$ cat src/adcs_map.vh
// constants for the converter status and mode control block
// assumes it is included by bare name from every design file
`ifndef ADCS_MAP_VH
`define ADCS_MAP_VH

// register select values
`define ADCS_RS_STATUS   2'h0
`define ADCS_RS_MODE     2'h1
`define ADCS_RS_DATA     2'h3

// command byte fields
`define ADCS_CR_RS_HI    5
`define ADCS_CR_RS_LO    4
`define ADCS_CR_RW       3
`define ADCS_CR_CREAD    2
`define ADCS_EXIT_HI     7
`define ADCS_EXIT_LO     2
`define ADCS_EXIT_CMD    6'h0e

// mode register layout and reset
`define ADCS_MODE_RST    8'h02
`define ADCS_MR_MD_HI    7
`define ADCS_MR_MD_LO    6
`define ADCS_MR_POL      2
`define ADCS_MD_RST      2'h0
`define ADCS_MD_CONT     2'h0
`define ADCS_MD_SINGLE   2'h2
`define ADCS_CH_RST      2'h0

// status register fixed bits five to three
`define ADCS_SR_FIXED    3'h1

// widths and bit counts
`define ADCS_DATA_W      24
`define ADCS_PAD_W       16
`define ADCS_CNT_W       24
`define ADCS_BIT_CNT_W   5
`define ADCS_BIT_ZERO    5'h00
`define ADCS_BIT_ONE     5'h01
`define ADCS_BYTE_LAST   5'h07
`define ADCS_WORD_LAST   5'h17
`define ADCS_ONES_W      6
`define ADCS_ONES_ONE    6'h01
`define ADCS_ONES_LAST   6'h1f
`define ADCS_FULL        24'hffffff
`define ADCS_ZERO        24'h000000

// pin synchroniser: chip select, serial clock idle high, data low
`define ADCS_PIN_INIT    3'h6

// timing: output-rate period, lead of ready before update, clock
`define ADCS_T_ADC_US    24'h00eb28
`define ADCS_LEAD_US     24'h000064
`define ADCS_CLK_MHZ     24'h000028
`define ADCS_CNT_ONE     24'h000001

`endif

$ cat src/adcs_core.v
// serial port, mode register, status flags and conversion sequencing
// assumes a front end that delivers a signed sample with range flags
// and a host on a three-wire port, serial clock idle high
//
// Notes on behaviour
// a new result written clears the ready flag
// ready sets after a result read and shortly before each update
// entering power-down sets the ready flag
// the data-out pin shows ready whenever no word is shifting
// error flag is written with ready, set when the result clamped
// a write that starts a conversion clears the error flag
// status bits five and four read zero, bit three reads one
// status bit two shows the fixed resolution variant
// two lowest status bits show the channel being converted
// eight-bit mode register, read and written with select value 01
// mode register resets to 0x02: continuous, bipolar
// mode byte travels most significant bit first
// any mode write resets modulator and filter, sets ready
// mode from bits seven and six, coding from bit two
// continuous mode converts back to back, ready low on each
// continuous read shifts each new result out without a command while chip select is low
// without continuous read the host commands each result read
// continuous: first result after two periods, then one each
// single mode: one result after two periods, then power-down
// single result and low ready held until read or next result
// mode field: 00 continuous, 01 reserved, 10 single, 11 off
// bit set gives straight binary, cleared gives offset binary
`timescale 1ns/1ps
`default_nettype none
`include "adcs_map.vh"

module adcs_core
#(
   parameter [`ADCS_CNT_W-1:0] P_RATE_CYCLES =
      `ADCS_T_ADC_US * `ADCS_CLK_MHZ,
   parameter [`ADCS_CNT_W-1:0] P_LEAD_CYCLES =
      `ADCS_LEAD_US * `ADCS_CLK_MHZ,
   // arbitrary value
   parameter [0:0]             P_RES_ID      = 1'b0
)
(
   input  wire                    i_core_clk,
   input  wire                    i_rst_n,
   input  wire                    i_cs_n,
   input  wire                    i_sclk,
   input  wire                    i_din,
   output reg                     o_dout,
   output reg                     o_dout_oe_n,
   input  wire [`ADCS_DATA_W-1:0] i_conv_sample,
   input  wire                    i_conv_over,
   input  wire                    i_conv_under,
   output reg                     o_mod_reset,
   output wire                    o_analog_on,
   output reg  [1:0]              o_input_select
);

   localparam [1:0] ST_CMD = 2'h0;
   localparam [1:0] ST_WR  = 2'h1;
   localparam [1:0] ST_RD  = 2'h2;
   localparam [1:0] ST_CRD = 2'h3;

   // ==========================================================
   // pin synchronisation and serial clock edges
   // ==========================================================
   wire [2:0] pins_s;
   wire       cs_n_s;
   wire       sclk_s;
   wire       din_s;
   reg        sclk_d;

   adcs_sync
   #(
      .P_W    (3),
      .P_INIT (`ADCS_PIN_INIT)
   )
   u_sync
   (
      .i_core_clk (i_core_clk),
      .i_rst_n    (i_rst_n),
      .i_d        ({i_cs_n, i_sclk, i_din}),
      .o_q        (pins_s)
   );

   assign cs_n_s = pins_s[2];
   assign sclk_s = pins_s[1];
   assign din_s  = pins_s[0];

   always @(posedge i_core_clk or negedge i_rst_n)
   begin
      if (!i_rst_n)
         sclk_d <= 1'b1;
      else
         sclk_d <= sclk_s;
   end

   wire sclk_rise = sclk_s & ~sclk_d;
   wire sclk_fall = ~sclk_s & sclk_d;

   // ==========================================================
   // declarations
   // ==========================================================
   reg  [1:0]                state;
   reg                       cread;
   reg  [7:0]                rx_sh;
   reg  [`ADCS_BIT_CNT_W-1:0] rx_cnt;
   reg  [`ADCS_ONES_W-1:0]   ones_cnt;
   reg  [`ADCS_DATA_W-1:0]   tx_sh;
   reg  [`ADCS_BIT_CNT_W-1:0] tx_cnt;
   reg  [`ADCS_BIT_CNT_W-1:0] tx_last;
   reg                       tx_act;
   reg                       tx_data;
   reg  [7:0]                mode;
   reg                       rdy;
   reg                       err;
   reg  [`ADCS_DATA_W-1:0]   result;
   reg  [`ADCS_DATA_W-1:0]   next_result;
   reg                       next_clamp;
   reg                       boot;
   wire                      tmr_lead;
   wire                      tmr_done;

   wire [1:0] mode_md = mode[`ADCS_MR_MD_HI:`ADCS_MR_MD_LO];




   wire [7:0] status = {rdy, err, `ADCS_SR_FIXED, P_RES_ID,
                        o_input_select};

   // ==========================================================
   // serial receive
   // ==========================================================
   wire cmd_state = (state == ST_CMD) | (state == ST_CRD);
   wire rx_bit    = sclk_rise & ~cs_n_s;
   wire rx_last   = (rx_cnt == `ADCS_BYTE_LAST);
   // a leading one on the command byte parks the bit position
   wire rx_hold   = cmd_state & (rx_cnt == `ADCS_BIT_ZERO) & din_s;
   wire rx_take   = rx_bit & (cmd_state | (state == ST_WR)) & ~rx_hold;

   wire [7:0] rx_byte = {rx_sh[6:0], din_s};

   wire [1:0] cmd_rs = rx_byte[`ADCS_CR_RS_HI:`ADCS_CR_RS_LO];
   wire cmd_rd    = rx_byte[`ADCS_CR_RW];
   wire cmd_cr    = cmd_rd & (cmd_rs == `ADCS_RS_DATA) &
                    rx_byte[`ADCS_CR_CREAD];
   wire cmd_done  = rx_take & rx_last & cmd_state;
   // leaving continuous read is only honoured while ready is low
   wire exit_ok   = (rx_byte[`ADCS_EXIT_HI:`ADCS_EXIT_LO] ==
                     `ADCS_EXIT_CMD) & ~rdy;
   wire cmd_acc   = cmd_done & ((state == ST_CMD) | exit_ok);

   wire mode_wr   = rx_take & rx_last & (state == ST_WR);
   wire iface_rst = rx_bit & din_s & (ones_cnt == `ADCS_ONES_LAST);
   wire chan_chg  = cmd_acc & (rx_byte[1:0] != o_input_select);

   always @(posedge i_core_clk or negedge i_rst_n)
   begin
      if (!i_rst_n)
      begin
         rx_sh  <= 8'h00;
         rx_cnt <= `ADCS_BIT_ZERO;
      end
      else if (cs_n_s | iface_rst)
         rx_cnt <= `ADCS_BIT_ZERO;
      else if (rx_take)
      begin
         rx_sh  <= rx_byte;
         rx_cnt <= rx_last ? `ADCS_BIT_ZERO : rx_cnt + `ADCS_BIT_ONE;
      end
   end

   // run of ones on the data line forces an interface reset
   always @(posedge i_core_clk or negedge i_rst_n)
   begin
      if (!i_rst_n)
         ones_cnt <= {`ADCS_ONES_W{1'b0}};
      else if (rx_bit)
         ones_cnt <= (din_s & ~iface_rst) ? ones_cnt + `ADCS_ONES_ONE :
                     {`ADCS_ONES_W{1'b0}};
   end

   // ==========================================================
   // command state machine
   // ==========================================================
   wire tx_end  = tx_act & rx_bit & (tx_cnt == tx_last);
   wire rd_done = tx_end & tx_data;

   always @(posedge i_core_clk or negedge i_rst_n)
   begin
      if (!i_rst_n)
      begin
         state <= ST_CMD;
         cread <= 1'b0;
      end
      else if (iface_rst)
      begin
         state <= ST_CMD;
         cread <= 1'b0;
      end
      else if (cs_n_s)
         state <= cread ? ST_CRD : ST_CMD;
      else
      begin
         case (state)
            ST_CMD:
               if (cmd_done)
               begin

                  if (cmd_cr)
                  begin
                     cread <= 1'b1;
                     state <= ST_CRD;
                  end
                  else if (cmd_rd)
                     state <= ST_RD;
                  else if (cmd_rs == `ADCS_RS_MODE)
                     state <= ST_WR;
               end
            ST_WR:
               if (mode_wr)
                  state <= ST_CMD;
            ST_RD:
               if (tx_end)
                  state <= ST_CMD;
            ST_CRD:
               if (cmd_acc)
               begin
                  cread <= 1'b0;
                  state <= ST_CMD;
               end
            default:
               state <= ST_CMD;
         endcase
      end
   end

   // ==========================================================
   // serial transmit
   // ==========================================================
   wire tx_load_rd = cmd_done & (state == ST_CMD) & cmd_rd & ~cmd_cr;
   wire res_wr     = tmr_done;

   wire tx_load_cr = (state == ST_CRD) & res_wr & ~tx_act & ~cs_n_s;

   always @(posedge i_core_clk or negedge i_rst_n)
   begin
      if (!i_rst_n)
      begin
         tx_act  <= 1'b0;
         tx_data <= 1'b0;
         tx_sh   <= `ADCS_ZERO;
         tx_cnt  <= `ADCS_BIT_ZERO;
         tx_last <= `ADCS_BIT_ZERO;
      end
      else if (cs_n_s | iface_rst)
         tx_act <= 1'b0;
      else if (tx_load_rd)
      begin
         tx_act  <= 1'b1;
         tx_cnt  <= `ADCS_BIT_ZERO;
         tx_data <= (cmd_rs == `ADCS_RS_DATA);
         tx_last <= (cmd_rs == `ADCS_RS_DATA) ? `ADCS_WORD_LAST :
                    `ADCS_BYTE_LAST;
         case (cmd_rs)
            `ADCS_RS_STATUS:
               tx_sh <= {status, {`ADCS_PAD_W{1'b0}}};
            `ADCS_RS_MODE:
               tx_sh <= {mode, {`ADCS_PAD_W{1'b0}}};
            `ADCS_RS_DATA:
               tx_sh <= result;
            default:
               tx_sh <= `ADCS_ZERO;
         endcase
      end
      else if (tx_load_cr)
      begin
         tx_act  <= 1'b1;
         tx_cnt  <= `ADCS_BIT_ZERO;
         tx_data <= 1'b1;
         tx_last <= `ADCS_WORD_LAST;
         tx_sh   <= next_result;
      end
      else if (tx_act)
      begin
         if (sclk_fall)
            tx_sh <= {tx_sh[`ADCS_DATA_W-2:0], 1'b0};
         if (rx_bit)
         begin
            if (tx_cnt == tx_last)
               tx_act <= 1'b0;
            else
               tx_cnt <= tx_cnt + `ADCS_BIT_ONE;
         end
      end
   end

   // pin drives ready between words; one cycle behind the flag
   always @(posedge i_core_clk or negedge i_rst_n)
   begin
      if (!i_rst_n)
      begin
         o_dout      <= 1'b1;
         o_dout_oe_n <= 1'b1;
      end
      else
      begin
         o_dout_oe_n <= cs_n_s;

         if (!tx_act)
            o_dout <= rdy;
         else if (sclk_fall)
            o_dout <= tx_sh[`ADCS_DATA_W-1];
      end
   end

   // ==========================================================
   // mode register and channel
   // ==========================================================
   always @(posedge i_core_clk or negedge i_rst_n)
   begin
      if (!i_rst_n)
      begin
         mode           <= `ADCS_MODE_RST;
         o_input_select <= `ADCS_CH_RST;
      end

      else if (iface_rst)
      begin
         mode           <= `ADCS_MODE_RST;
         o_input_select <= `ADCS_CH_RST;
      end
      else
      begin
         if (mode_wr)
            mode <= rx_byte;
         if (cmd_acc)
            o_input_select <= rx_byte[1:0];
      end
   end

   // ==========================================================
   // conversion sequencing
   // ==========================================================
   always @(posedge i_core_clk or negedge i_rst_n)
   begin
      if (!i_rst_n)
         boot <= 1'b1;
      else
         boot <= 1'b0;
   end

   wire mode_evt = mode_wr | iface_rst | boot;

   wire [1:0] md_new = mode_wr ?
                       rx_byte[`ADCS_MR_MD_HI:`ADCS_MR_MD_LO] :
                       (iface_rst ? `ADCS_MD_RST : mode_md);

   // reserved code is treated as power-down
   wire md_run = (md_new == `ADCS_MD_CONT) | (md_new == `ADCS_MD_SINGLE);
   // a channel change restarts only a running continuous stream
   wire conv_start = (mode_evt & md_run) |
                     (chan_chg & (mode_md == `ADCS_MD_CONT) & ~mode_evt);
   wire conv_stop  = mode_evt & ~md_run;


   always @(posedge i_core_clk or negedge i_rst_n)
   begin
      if (!i_rst_n)
         o_mod_reset <= 1'b1;
      else
         o_mod_reset <= mode_evt | chan_chg;
   end




   adcs_rate_timer
   #(
      .P_PERIOD (P_RATE_CYCLES),
      .P_LEAD   (P_LEAD_CYCLES)
   )
   u_timer
   (
      .i_core_clk (i_core_clk),
      .i_rst_n    (i_rst_n),
      .i_start    (conv_start),
      .i_stop     (conv_stop),
      .i_repeat   (mode_md == `ADCS_MD_CONT),
      .o_lead     (tmr_lead),
      .o_done     (tmr_done),
      .o_busy     (o_analog_on)
   );

   // ==========================================================
   // result coding and flags
   // ==========================================================

   always @*
   begin
      next_result = `ADCS_ZERO;
      next_clamp  = 1'b0;
      if (i_conv_over)
      begin
         next_result = `ADCS_FULL;
         next_clamp  = 1'b1;
      end
      else if (i_conv_under)
         next_clamp  = 1'b1;
      else if (mode[`ADCS_MR_POL])
      begin
         // straight binary spans zero to full scale only
         if (i_conv_sample[`ADCS_DATA_W-1])
            next_clamp = 1'b1;
         else
            next_result = {i_conv_sample[`ADCS_DATA_W-2:0], 1'b0};
      end
      else
         next_result = {~i_conv_sample[`ADCS_DATA_W-1],
                        i_conv_sample[`ADCS_DATA_W-2:0]};
   end

   always @(posedge i_core_clk or negedge i_rst_n)
   begin
      if (!i_rst_n)
         result <= `ADCS_ZERO;
      else if (res_wr)
         result <= next_result;
   end

   // new result wins over any same-cycle set of ready
   always @(posedge i_core_clk or negedge i_rst_n)
   begin
      if (!i_rst_n)
         rdy <= 1'b1;


      else if (res_wr)
         rdy <= 1'b0;


      else if (rd_done | tmr_lead | mode_wr | conv_stop | iface_rst)
         rdy <= 1'b1;
   end

   always @(posedge i_core_clk or negedge i_rst_n)
   begin
      if (!i_rst_n)
         err <= 1'b0;

      else if (res_wr)
         err <= next_clamp;

      else if (conv_start)
         err <= 1'b0;
   end

endmodule
`default_nettype wire

$ cat src/adcs_sync.v
// two flip-flop synchroniser, one chain per bit
// assumes inputs are asynchronous to i_core_clk
`timescale 1ns/1ps
`default_nettype none
`include "adcs_map.vh"

module adcs_sync
#(
   parameter            P_W    = 3,
   parameter [P_W-1:0]  P_INIT = `ADCS_PIN_INIT
)
(
   input  wire           i_core_clk,
   input  wire           i_rst_n,
   input  wire [P_W-1:0] i_d,
   output wire [P_W-1:0] o_q
);

   genvar g;
   generate
      for (g = 0; g < P_W; g = g + 1)
      begin : g_bit
         reg meta;
         reg stable;
         // first stage feeds the second stage only
         always @(posedge i_core_clk or negedge i_rst_n)
         begin
            if (!i_rst_n)
            begin
               meta   <= P_INIT[g];
               stable <= P_INIT[g];
            end
            else
            begin
               meta   <= i_d[g];
               stable <= meta;
            end
         end
         assign o_q[g] = stable;
      end
   endgenerate

endmodule
`default_nettype wire

$ cat src/adcs_rate_timer.v
// conversion timer: first result after two periods, then one each
// assumes start and stop come from logic on i_core_clk
`timescale 1ns/1ps
`default_nettype none
`include "adcs_map.vh"

module adcs_rate_timer
#(
   parameter [`ADCS_CNT_W-1:0] P_PERIOD = `ADCS_T_ADC_US * `ADCS_CLK_MHZ,
   parameter [`ADCS_CNT_W-1:0] P_LEAD   = `ADCS_LEAD_US * `ADCS_CLK_MHZ
)
(
   input  wire i_core_clk,
   input  wire i_rst_n,
   input  wire i_start,
   input  wire i_stop,
   input  wire i_repeat,
   output reg  o_lead,
   output reg  o_done,
   output reg  o_busy
);

   localparam [`ADCS_CNT_W-1:0] L_FIRST = P_PERIOD + P_PERIOD - `ADCS_CNT_ONE;
   localparam [`ADCS_CNT_W-1:0] L_NEXT  = P_PERIOD - `ADCS_CNT_ONE;

   reg [`ADCS_CNT_W-1:0] cnt;

   always @(posedge i_core_clk or negedge i_rst_n)
   begin
      if (!i_rst_n)
      begin
         cnt    <= {`ADCS_CNT_W{1'b0}};
         o_busy <= 1'b0;
         o_lead <= 1'b0;
         o_done <= 1'b0;
      end
      else
      begin
         o_lead <= 1'b0;
         o_done <= 1'b0;
         // a restart drops any result that was due
         if (i_start)
         begin
            o_busy <= 1'b1;
            cnt    <= L_FIRST;
         end
         else if (i_stop)
            o_busy <= 1'b0;
         else if (o_busy)
         begin
            if (cnt == P_LEAD)
               o_lead <= 1'b1;
            if (cnt == {`ADCS_CNT_W{1'b0}})
            begin
               o_done <= 1'b1;
               if (i_repeat)
                  cnt <= L_NEXT;
               else
                  o_busy <= 1'b0;
            end
            else
               cnt <= cnt - `ADCS_CNT_ONE;
         end
      end
   end

endmodule
`default_nettype wire

$ cat config.mk
export PLATFORM = sky130hd
export DESIGN_NAME = adcs_core
export DESIGN_NICKNAME = d
export VERILOG_FILES = /design/src/adcs_core.v /design/src/adcs_sync.v /design/src/adcs_rate_timer.v
export VERILOG_INCLUDE_DIRS = /design/src
export SDC_FILE = /design/constraint.sdc
export NUM_CORES = 1
export LEC_CHECK = 0
export BUFFER_PORTS_ARGS = -buffer_cell sky130_fd_sc_hd__buf_2
export CORE_ASPECT_RATIO = 1.2
export CORE_MARGIN = 3
export CORE_UTILIZATION = 45
export DETAILED_ROUTE_END_ITERATION = 8
export PLACE_DENSITY = 0.74
export REMOVE_ABC_BUFFERS = 1
export SYNTH_ARGS = -nofsm -noshare
export SYNTH_HDL_FRONTEND = slang
export SYNTH_SLANG_ARGS = --single-unit
export TNS_END_PERCENT = 1
$ cat constraint.sdc
create_clock -name i_core_clk -period 2.72 [get_ports i_core_clk]
set_clock_uncertainty 0.1 [all_clocks]
set_input_delay 0.408 -clock i_core_clk [delete_from_list [all_inputs] [get_ports i_core_clk]]
set_output_delay 0.408 -clock i_core_clk [all_outputs]
set_load 0.02 [all_outputs]
==> metrics.cfg, run 1 <==
[timing]
max_slew.worst_pin.slew_ns = 0.524
setup_viol = 0
period_minus_slack_ns = 2.70
hold_violations = 0
fin_setup_tns_ns = 0
slew_headroom = 0.650
setup_slack_ns = 0.0224
clock.fmax_mhz = 371
rsz0062_at_grt = true
hold_slack_ns = 0.241
finalMaxSlewViolations = 0
finalCritPeriodShare = 0.992

[global_route]
grt-ovfl-total = 0
grt_max_degree = 52
gr-usage-all-layers = 0.203
grt_pass1_vias = 5606
antenna_found_initial = 0
grt_pass1_wl_um = 27400

[cts]
cts_buffers = 17
root_buffer = clkbuf_16
clockBufferDepth = 2
cts_tree = done
htreeDepth = 4
clock_sinks = 127
path_clk_slew_ns = 0.06
clkLatencyLatePin_ns = 0.42

[place]
dpl_worst_slack_ns = -0.00194
dp.cells = 974
io_buffers = 36
dpl_cell_area_um2 = 7460
dpl.hpwl_um = 10800
gp_congestion = 0.859

[critical_path]
critPathLaunchType = register
critPathArrivalTime_ns = 2.94
crit_type = register to register
crit_path_end_kind = register
path_max_fanout = 6
cp_data_required_time_ns = 2.96

[worst_hold_path]
hp-class = input pin to register

[job]
drv_cap = 0

[layout]
layout-drive-gt1-share = 0.223
fin_cells = 1020
final_area_um2 = 8320
n_antenna_cell = 0
fin_nets = 850
synthToLayoutAreaGrowth_pct = 23.5

[die]
start_util = 0.464
fp.coreArea_um2 = 14500
ioPinCount = 37
die_y_um = 140
fp-row-count = 48
die_x_um = 118
dieArea_um2 = 16500

[drt]
wl_per_cell_um = 16.9
ant_nets = 0
postRouteWirelength_um = 17200
drtIter0Drc = 600
via_count = 5959
via_per_inst = 5.84
drc = 0
first_pass_iters = 5

[yosys]
synthArstFlopShare = 1.00
ys_seq_elements = 127
muxShareOfSynthArea = 0.0321
yosys_warnings = 0
netlist_instances = 725
synthXorXnorAreaFrac = 0.0104
ys_top_cells_by_area = dfrtp_1 (43%), nor2_1 (6.0%), a21oi_1 (5.7%)
synthSimpleGateAreaFrac = 0.197
synthAdderAreaFrac = 0.0223
synth_top_flop_cell = dfrtp_1
synth_top_family_by_area = compound AO/OA/AOI/OAI gates
seq_area_frac_synth = 0.473
synth.distinct_cells = 74
synth_compound_area_frac = 0.218
synth-edff-count = 0
netlist_area_um2 = 6740
synth_top_area_frac = 0.431
synth_top_cell_by_area = dfrtp_1
syn_avg_cell_area_um2 = 9.30

[power_and_ir_drop]
power_density_nw_per_um2 = 549
ir_drop_v = 0.000286
leakage_nw = 3.41

[run_status]
outcome = finished clean

[layout make-up]
cell class,instances,area [um2]
Fill cell,1279,6210
Multi-Input combinational cell,535,3300
Sequential cell,127,3190
Timing Repair Buffer,110,908
Clock buffer,27,543
Tap cell,200,250
Clock inverter,5,75.1
Inverter,16,60.1
[worst max-delay path: stages, from the launching register on]
cell	delay (ns)
dfrtp_1	0.34
inv_1	0.06
ha_2	0.18
or4b_4	0.52
or3_4	0.37
or2_4	0.26
a31oi_4	0.25
buf_12	0.17
buf_6	0.14
nor2_1	0.06
a21oi_1	0.15
[cell usage after synthesis, types with 4 or more instances]
master / count
xor2_1: 6
a211oi_1: 22
mux2i_1: 10
clkbuf_1: 28
or3_1: 8
nand2b_1: 5
dfrtp_1: 116
nand4_1: 16
and3_1: 5
dfstp_2: 11
buf_4: 7
a221oi_1: 24
o21ai_0: 31
nand2_1: 62
nand3_1: 19
buf_6: 6
a21oi_1: 77
a31oi_1: 26
buf_2: 6
o21a_1: 6
inv_1: 15
nor4_1: 4
mux2_2: 9
nor4b_1: 5
nor3_1: 11
nor2_1: 107
ha_1: 12
[state kept, by name (all words and copies together) (netlist names), 2 cells and up]
register	cells
rx_cnt	5
result	24
u_timer.cnt	24
ones_cnt	6
u_sync.g_bit.meta	3
tx_sh	24
u_sync.g_bit.stable	3
state	2
mode	8
rx_sh	7
tx_cnt	5
tx_last	2
o_input_select	2
[power breakdown]
group,leakage [nW],switching (W),internal (W)
combinational,1.71,0.000160,0.000104
clock,0.309,0.000804,0.00154
sequential,1.39,0.0000333,0.00193
total,3.41,0.000998,0.00357
[logic make-up (layout without fill, tap and decap cells)]
| logic type | Yosys count | count (layout) |
|---|---|---|
| AOI/OAI and AO/OA | 221 | 221 |
| xor gates and xnor gates | 8 | 8 |
| adders and majority gates | 12 | 12 |
| buffers and inverters | 63 | 158 |
| DFF | 127 | 127 |
| muxes | 20 | 20 |
| other | 1 | 1 |
| and+or+nand+nor | 273 | 273 |
[placed cells by master, fill, tap and decap left out, types with 4 or more instances in the layout]
cell / count
dfrtp_1: 116
nor2_1: 107
a21oi_1: 77
nand2_1: 62
buf_4: 58
buf_2: 35
o21ai_0: 29
a31oi_1: 26
a221oi_1: 24
a211oi_1: 22
clkbuf_16: 20
nand3_1: 19
nand4_1: 16
inv_1: 15
ha_1: 11
dfstp_2: 11
mux2i_1: 10
nor3_1: 10
mux2_2: 9
clkbuf_8: 8
buf_12: 8
xor2_1: 6
or3_1: 6
o21a_1: 6
and3_1: 5
nand2b_1: 5
dlygate4sd3_1: 4
[worst paths after layout]
check                                           from                endpoint  slack (ns)  depth (start not counted)
worst max-delay path                        state[0]               tx_sh[16]        0.02                         10
max in group asynchronous                    i_rst_n                     rdy        1.45                          3
min in group asynchronous                    i_rst_n                tx_sh[0]        0.41                          2
worst max register to register              state[0]               tx_sh[16]        0.02                         10
worst min-delay path                i_conv_sample[6]               result[6]        0.24                          3
worst min register to register  u_sync.g_bit[0].meta  u_sync.g_bit[0].stable        0.25                          0
[stage by stage]
step | power [W] | util
finish | 0.00457 | 0.573
global route | 0.00474 | 0.573
CTS | 0.00460 | 0.559
detailed placement | 0.00225 | 0.514
global placement | 0.00224 | 0.514
floorplan | 0.00211 | -
[routing by layer]
layer / global-route usage / wire length, um / vias to the layer above
met2: 0.333 / 8620 / 206
li1: - / - / 2823
met5: 0 / 0 / -
met4: 0.0716 / 369 / 0
met3: 0.0473 / 924 / 28
met1: 0.265 / 7310 / 2902
[what timing repair did]
item,4_1_cts,5_1_grt
hold endpoints to repair,33,0
cloned,0,5
setup buffers,0,5
endpoints found under the setup margin,5,43
gates resized for setup,3,11
pin swaps,0,8
hold buffers,4,0
(Power assumes the default switching activity.)
==> run 2, diff against run 1 <==
--- a/config.mk
+++ b/config.mk
@@ -12,6 +12,7 @@
 export CORE_UTILIZATION = 45
 export DETAILED_ROUTE_END_ITERATION = 8
 export PLACE_DENSITY = 0.74
+export RECOVER_POWER = 50
 export REMOVE_ABC_BUFFERS = 1
 export SYNTH_ARGS = -nofsm -noshare
 export SYNTH_HDL_FRONTEND = slang
==> metrics.cfg, run 2 (same netlist as run 1, synthesis figures left out) <==
[global_route]
grt-ovfl-total = 0  ; unchanged
grt_max_degree = 52  ; unchanged
grt_pass1_vias = 5606  ; unchanged
grt_pass1_wl_um = 27400  ; unchanged
gr-usage-all-layers = 0.203  ; unchanged
antenna_found_initial = 0  ; unchanged

[drt]
drtIter0Drc = 539  ; -10%
postRouteWirelength_um = 17200  ; about the same
wl_per_cell_um = 16.9  ; about the same
via_count = 5978  ; +0.32%
ant_nets = 0  ; unchanged
drc = 0  ; unchanged
first_pass_iters = 6  ; +1
via_per_inst = 5.86  ; +0.32%

[die]
die_y_um = 140  ; unchanged
die_x_um = 118  ; unchanged
dieArea_um2 = 16500  ; unchanged
fp-row-count = 48  ; unchanged
ioPinCount = 37  ; unchanged
fp.coreArea_um2 = 14500  ; unchanged
start_util = 0.464  ; unchanged

[critical_path]
crit_path_cell_trace = inv_1 > ha_2 > or4b_4 > or3_4 > or2_4 > a31oi_4 > buf_12 > buf_6 > nor2_1 > a21oi_1
path_max_fanout = 6  ; unchanged
critPathSlowestCell = or4b_4
critical-path-max-stage-delay_ns = 0.52  ; about the same
critPathLaunchType = register
crit_path_end_kind = register
crit_type = register to register
cp_data_required_time_ns = 2.96  ; about the same
critPathArrivalTime_ns = 2.93  ; about the same
path_buf_inv = 3  ; unchanged
cp_top_family = simple AND/OR/NAND/NOR gates

[timing]
fin_setup_tns_ns = 0  ; unchanged
max_slew.worst_pin.slew_ns = 1.03  ; +0.503 ns
setup_viol = 0  ; unchanged
period_minus_slack_ns = 2.69  ; -0.00678 ns
rsz0062_at_grt = true
finalMaxSlewViolations = 0  ; unchanged
clock.fmax_mhz = 372  ; +0.25%
hold_slack_ns = 0.243  ; +0.00153 ns
slew_headroom = 0.315  ; -0.336
finalCritPeriodShare = 0.989  ; -0.00249
hold_violations = 0  ; unchanged

[place]
gp_congestion = 0.859  ; unchanged
dpl.hpwl_um = 10800  ; unchanged
io_buffers = 36  ; unchanged

[layout]
top_regs = result: 24 flops, tx_sh: 24 flops, u_timer.cnt: 24 flops
utilization = 0.571  ; -0.00224
n_antenna_cell = 0  ; unchanged
fin_nets = 850  ; unchanged
layout-drive-gt1-share = 0.221  ; -0.00244
layout_common_cells = dfrtp_1 (116), nor2_1 (107), a21oi_1 (77), nand2_1 (62), buf_4 (56)
synthToLayoutAreaGrowth_pct = 23.0
mostFrequentLayoutCell = dfrtp_1
nFillCells = 1284  ; +0.39%

[job]
drv_cap = 0  ; unchanged

[cts]
htreeDepth = 4  ; unchanged
clock_sinks = 127  ; unchanged
path_clk_slew_ns = 0.06  ; about the same
cts_tree = done
clockBufferDepth = 2  ; unchanged
cts_buffers = 17  ; unchanged
root_buffer = clkbuf_16
clkLatencyLatePin_ns = 0.42  ; about the same

[power_and_ir_drop]
ir_drop_v = 0.000286  ; about the same
leakage_nw = 3.40  ; -0.37%
power_density_nw_per_um2 = 550  ; +0.18%
power_w = 0.00456  ; -0.21%

[worst_hold_path]
hp-class = input pin to register

[run_status]
outcome = finished clean

## run 2: changes by cell type in the layout (fill, tap and decap cells not counted)
| cell | before | now |
|---|---|---|
| dfstp_2 | 11 | 9 |
| clkbuf_4 | 0 | 1 |
| buf_12 | 8 | 6 |
| clkbuf_2 | 0 | 3 |
| buf_4 | 58 | 56 |
| dfstp_1 | 0 | 2 |
## run 2: metal layers
metal / share of wire / vias up / GRT usage
met2: 0.50 / 194 / 0.333
met4: 0.022 / 0 / 0.0716
met5: 0 / - / 0
li1: - / 2823 / -
met3: 0.050 / 28 / 0.0473
met1: 0.43 / 2933 / 0.265
## run 2: final timing paths
path | startpoint | endpoint | slack [ns] | cells after the start
worst max-delay path | state[0] | tx_sh[16] | 0.03 | 10
worst min-delay path | i_conv_under | err | 0.24 | 4
worst max register to register | state[0] | tx_sh[16] | 0.03 | 10
worst min register to register | u_sync.g_bit[0].meta | u_sync.g_bit[0].stable | 0.25 | 0
max in group asynchronous | i_rst_n | u_timer.cnt[5] | 0.48 | 3
min in group asynchronous | i_rst_n | tx_sh[0] | 0.56 | 2
## run 2: area by class of cell
type                            count  area (um2)  share of cell area
Inverter                           16        60.1             0.00724
Clock buffer                       27         543              0.0655
Sequential cell                   127        3190               0.385
Multi-Input combinational cell    535        3300               0.397
Tap cell                          200         250              0.0302
Timing Repair Buffer              110         876               0.106
Clock inverter                      5        75.1             0.00905
## run 2: where the power goes
group / internal (W) / switching [W]
logic: 0.0000984 / 0.000159
clock network: 0.00154 / 0.000801
registers: 0.00193 / 0.0000339
total: 0.00357 / 0.000994
## run 2: timing repair
item | in CTS | in global routing
setup buffers | 0 | 5
endpoints found under the setup margin | 5 | 43
hold endpoints to repair | 33 | 0
pin swaps | 0 | 8
gates resized for setup | 3 | 11
hold buffers | 4 | 0
gates cloned | 0 | 5
## run 2: worst register-to-register path, stage by stage, from the launching register on
cell,delay [ns]
dfrtp_1,0.34
inv_1,0.06
ha_2,0.18
or4b_4,0.52
or3_4,0.38
or2_4,0.26
a31oi_4,0.25
buf_12,0.17
buf_6,0.14
nor2_1,0.06
a21oi_1,0.15
## run 2: per-stage QoR
stage	area, um2	std cells	worst slack [ns]
finish	8290	1020	0.0291
global route	8290	1020	-0.0350
CTS	8130	1010	0.0195
detailed placement	7460	974	-0.00194
global placement	7460	974	0.0705
floorplan	6490	678	-0.697
==> run 3, diff against run 2 <==
--- a/config.mk
+++ b/config.mk
@@ -6,15 +6,16 @@
 export SDC_FILE = /design/constraint.sdc
 export NUM_CORES = 1
 export LEC_CHECK = 0
+export ABC_AREA = 1
 export BUFFER_PORTS_ARGS = -buffer_cell sky130_fd_sc_hd__buf_2
 export CORE_ASPECT_RATIO = 1.2
 export CORE_MARGIN = 3
 export CORE_UTILIZATION = 45
 export DETAILED_ROUTE_END_ITERATION = 8
 export PLACE_DENSITY = 0.74
-export RECOVER_POWER = 50
 export REMOVE_ABC_BUFFERS = 1
 export SYNTH_ARGS = -nofsm -noshare
 export SYNTH_HDL_FRONTEND = slang
+export SYNTH_HIERARCHICAL = 1
 export SYNTH_SLANG_ARGS = --single-unit
 export TNS_END_PERCENT = 1
==> metrics.cfg, run 3 <==
[yosys]
ys_seq_elements = 127  ; unchanged
yosysMostFrequentCell = nand2_1
synth.distinct_cells = 44  ; -41%
yosys-top-cells-count = nand2_1 (332), inv_1 (137), nand3_1 (129)
synthArstFlopShare = 1.00  ; unchanged
ys_top_cells_by_area = dfrtp_1 (37%), nand2_1 (16%), nand3_1 (8.3%)
seq_area_frac_synth = 0.411  ; -0.0628
syn_avg_cell_area_um2 = 7.05  ; -24%
netlist_area_um2 = 7770  ; +15%
synth-edff-count = 0  ; unchanged
synth_top_area_frac = 0.373  ; -0.0571
synth_top_cell_by_area = dfrtp_1
netlist_instances = 1102  ; +52%
yosys_warnings = 6  ; +6
synth_top_flop_cell = dfrtp_1

[global_route]
grt_max_degree = 61  ; +17%
grt_pass1_wl_um = 33900  ; +24%
grt_pass1_vias = 7003  ; +25%
grt-ovfl-total = 0  ; unchanged
gr-usage-all-layers = 0.219  ; +0.0160
antenna_found_initial = 0  ; unchanged

[die]
ioPinCount = 37  ; unchanged
fp.coreArea_um2 = 16900  ; +16%
start_util = 0.460  ; -0.00439
die_x_um = 126  ; +7.0%
dieArea_um2 = 18900  ; +15%
die_y_um = 150  ; +7.1%
fp-row-count = 52  ; +8.3%

[critical_path]
critical-path-max-stage-delay_ns = 0.42  ; -0.10 ns
r2r_cells = 17  ; +7
cp_data_required_time_ns = 2.93  ; -0.03 ns
crit_top_cell = buf_4
crit_path_end_kind = register
critPathArrivalTime_ns = 2.79  ; -0.14 ns
crit_path_cell_trace = inv_2 > ha_4 > nor2_2 > nand3_2 > nand4_1 > buf_4 > inv_1 > nand2_1 > nand3_1 > inv_1 > nor2_2 > buf_4 > nand2_4 > nand3_4 > buf_4 > nand3_1 > nand2_1
path_max_fanout = 6  ; unchanged
crit_type = register to register
critPathLaunchType = register
critPathSlowestCell = dfrtp_1

[layout]
mostFrequentLayoutCell = nand2_1
n_antenna_cell = 0  ; unchanged
layout_common_cells = nand2_1 (329), inv_1 (134), nand3_1 (128), dfrtp_1 (116), nor2_1 (110)
final_area_um2 = 9080  ; +9.6%
layout-drive-gt1-share = 0.158  ; -0.0626
fin_cells = 1392  ; +36%
top_regs = result: 24 flops, tx_sh: 24 flops, u_timer/cnt: 24 flops
synthToLayoutAreaGrowth_pct = 16.9
fin_nets = 1205  ; +42%

[timing]
finalCritPeriodShare = 0.949  ; -0.0399
slew_headroom = 0.602  ; +0.287
setup_viol = 0  ; unchanged
period_minus_slack_ns = 2.58  ; -0.108 ns
hold_violations = 0  ; unchanged
fin_setup_tns_ns = 0  ; unchanged
clock.fmax_mhz = 387  ; +4.2%
max_slew.worst_pin.slew_ns = 0.597  ; -0.431 ns
rsz0062_at_grt = true
finalMaxSlewViolations = 0  ; unchanged
hold_slack_ns = 0.249  ; +0.00614 ns

[place]
dpl_cell_area_um2 = 8240  ; +10%
gp_congestion = 0.911  ; +6.1%
io_buffers = 36  ; unchanged
dpl.hpwl_um = 13500  ; +25%
dp.cells = 1342  ; +38%

[cts]
clkLatencyLatePin_ns = 0.42  ; about the same
root_buffer = clkbuf_16
clock_sinks = 127  ; unchanged
clockBufferDepth = 2  ; unchanged
cts_buffers = 17  ; unchanged
cts_tree = done
htreeDepth = 4  ; unchanged
path_clk_slew_ns = 0.05  ; about the same

[drt]
via_per_inst = 5.35  ; -8.7%
via_count = 7451  ; +25%
first_pass_iters = 5  ; -1
drtIter0Drc = 565  ; +4.8%
drc = 0  ; unchanged
postRouteWirelength_um = 20200  ; +17%
ant_nets = 0  ; unchanged
wl_per_cell_um = 14.5  ; -14%

[power_and_ir_drop]
pwr-share-seq = 0.381  ; -0.049
ir_drop_v = 0.000443  ; +55%
switching_share = 0.283  ; +0.0646
power_density_nw_per_um2 = 589  ; +7.1%
p_comb_frac = 0.155  ; +0.099
power_switching_w = 0.00151  ; +52%
p_int_w = 0.00384  ; +7.7%
p_clk_frac = 0.464  ; -0.049
leakage_nw = 4.57  ; +34%

[job]
drv_cap = 0  ; unchanged

[worst_hold_path]
hold_depth = 0  ; -4
hp-class = register to register

[run_status]
outcome = finished clean

[run 3: cell types whose count changed after synthesis, sizes merged, moves of 13 or more]
cell / change
nand2: +279
inv: +127
nand3: +115
a21oi: -48
a31oi: -27
o21ai: +25
a221oi: -24
a211oi: -22
nand4: +17
nor2: +13
[run 3: critical path: cells and delay by family, from the launching register on]
kind | cells | cell delay [ns]
flops | 1 | 0.42
fa+ha+maj | 1 | 0.20
simple gates | 10 | 1.03
buf+inv | 6 | 0.70
[run 3: cell type report]
class / instances / area (um2)
fillers: 1627 / 7830
multi-input cells: 789 / 3850
flip-flops and latches: 127 / 3190
repair buffers: 83 / 574
inverters: 145 / 553
clock buffers: 20 / 467
well taps: 216 / 270
clock inverters: 12 / 181
[run 3: kinds of logic (layout without fill, tap and decap cells)]
| family | after synthesis | count (layout) | synth area share |
|---|---|---|---|
| simple gates | 650 | 651 | 0.367 |
| buf+inv | 187 | 260 | 0.102 |
| flops | 127 | 127 | 0.411 |
| compound gates | 102 | 102 | 0.0702 |
| mux | 15 | 15 | 0.0217 |
| fa+ha+maj | 11 | 11 | 0.0177 |
| xor+xnor | 9 | 9 | 0.0101 |
| other cells | 1 | 1 | 0.000482 |
[run 3: power groups by stage]
stage | logic [W] | clock network, W | registers, W
2_1_floorplan | 0.000472 | 0 | 0.00205
3_3_place_gp | 0.000747 | 0 | 0.00206
3_5_place_dp | 0.000760 | 0 | 0.00207
4_1_cts | 0.000772 | 0.00252 | 0.00203
5_1_grt | 0.000939 | 0.00261 | 0.00205
6_report | 0.000831 | 0.00248 | 0.00204
[run 3: layer usage]
metal,GRT usage,vias up,share of wire
met5,0,-,0
met4,0.0794,0,0.023
met3,0.0432,41,0.045
met2,0.368,216,0.49
met1,0.281,3563,0.44
li1,-,3631,-
[run 3: timing repair]
| action | CTS | global route |
|---|---|---|
| hold endpoints to repair | 56 | 0 |
| gates resized for setup | 0 | 15 |
| hold buffers | 4 | 0 |
| buffers inserted | 0 | 13 |
| endpoints found under the setup margin | 0 | 25 |
[run 3: worst paths after layout]
check,from,slack (ns),endpoint
worst min-delay path,u_sync/g_bit[0].meta,0.25,u_sync/g_bit[0].stable
min in group asynchronous,i_rst_n,0.42,state[0]
worst max-delay path,state[1],0.14,u_timer/cnt[23]
max in group asynchronous,i_rst_n,1.38,o_mod_reset
worst max register to register,state[1],0.14,u_timer/cnt[23]
worst min register to register,u_sync/g_bit[0].meta,0.25,u_sync/g_bit[0].stable
[run 3: per-stage QoR]
stage / worst slack (ns) / power, W / utilization
after floorplan: -0.875 / 0.00253 / -
after global placement: 0.141 / 0.00281 / 0.487
after detailed placement: 0.00340 / 0.00283 / 0.487
after CTS: 0.00360 / 0.00533 / 0.528
after global routing: -0.0354 / 0.00559 / 0.537
final: 0.138 / 0.00535 / 0.537
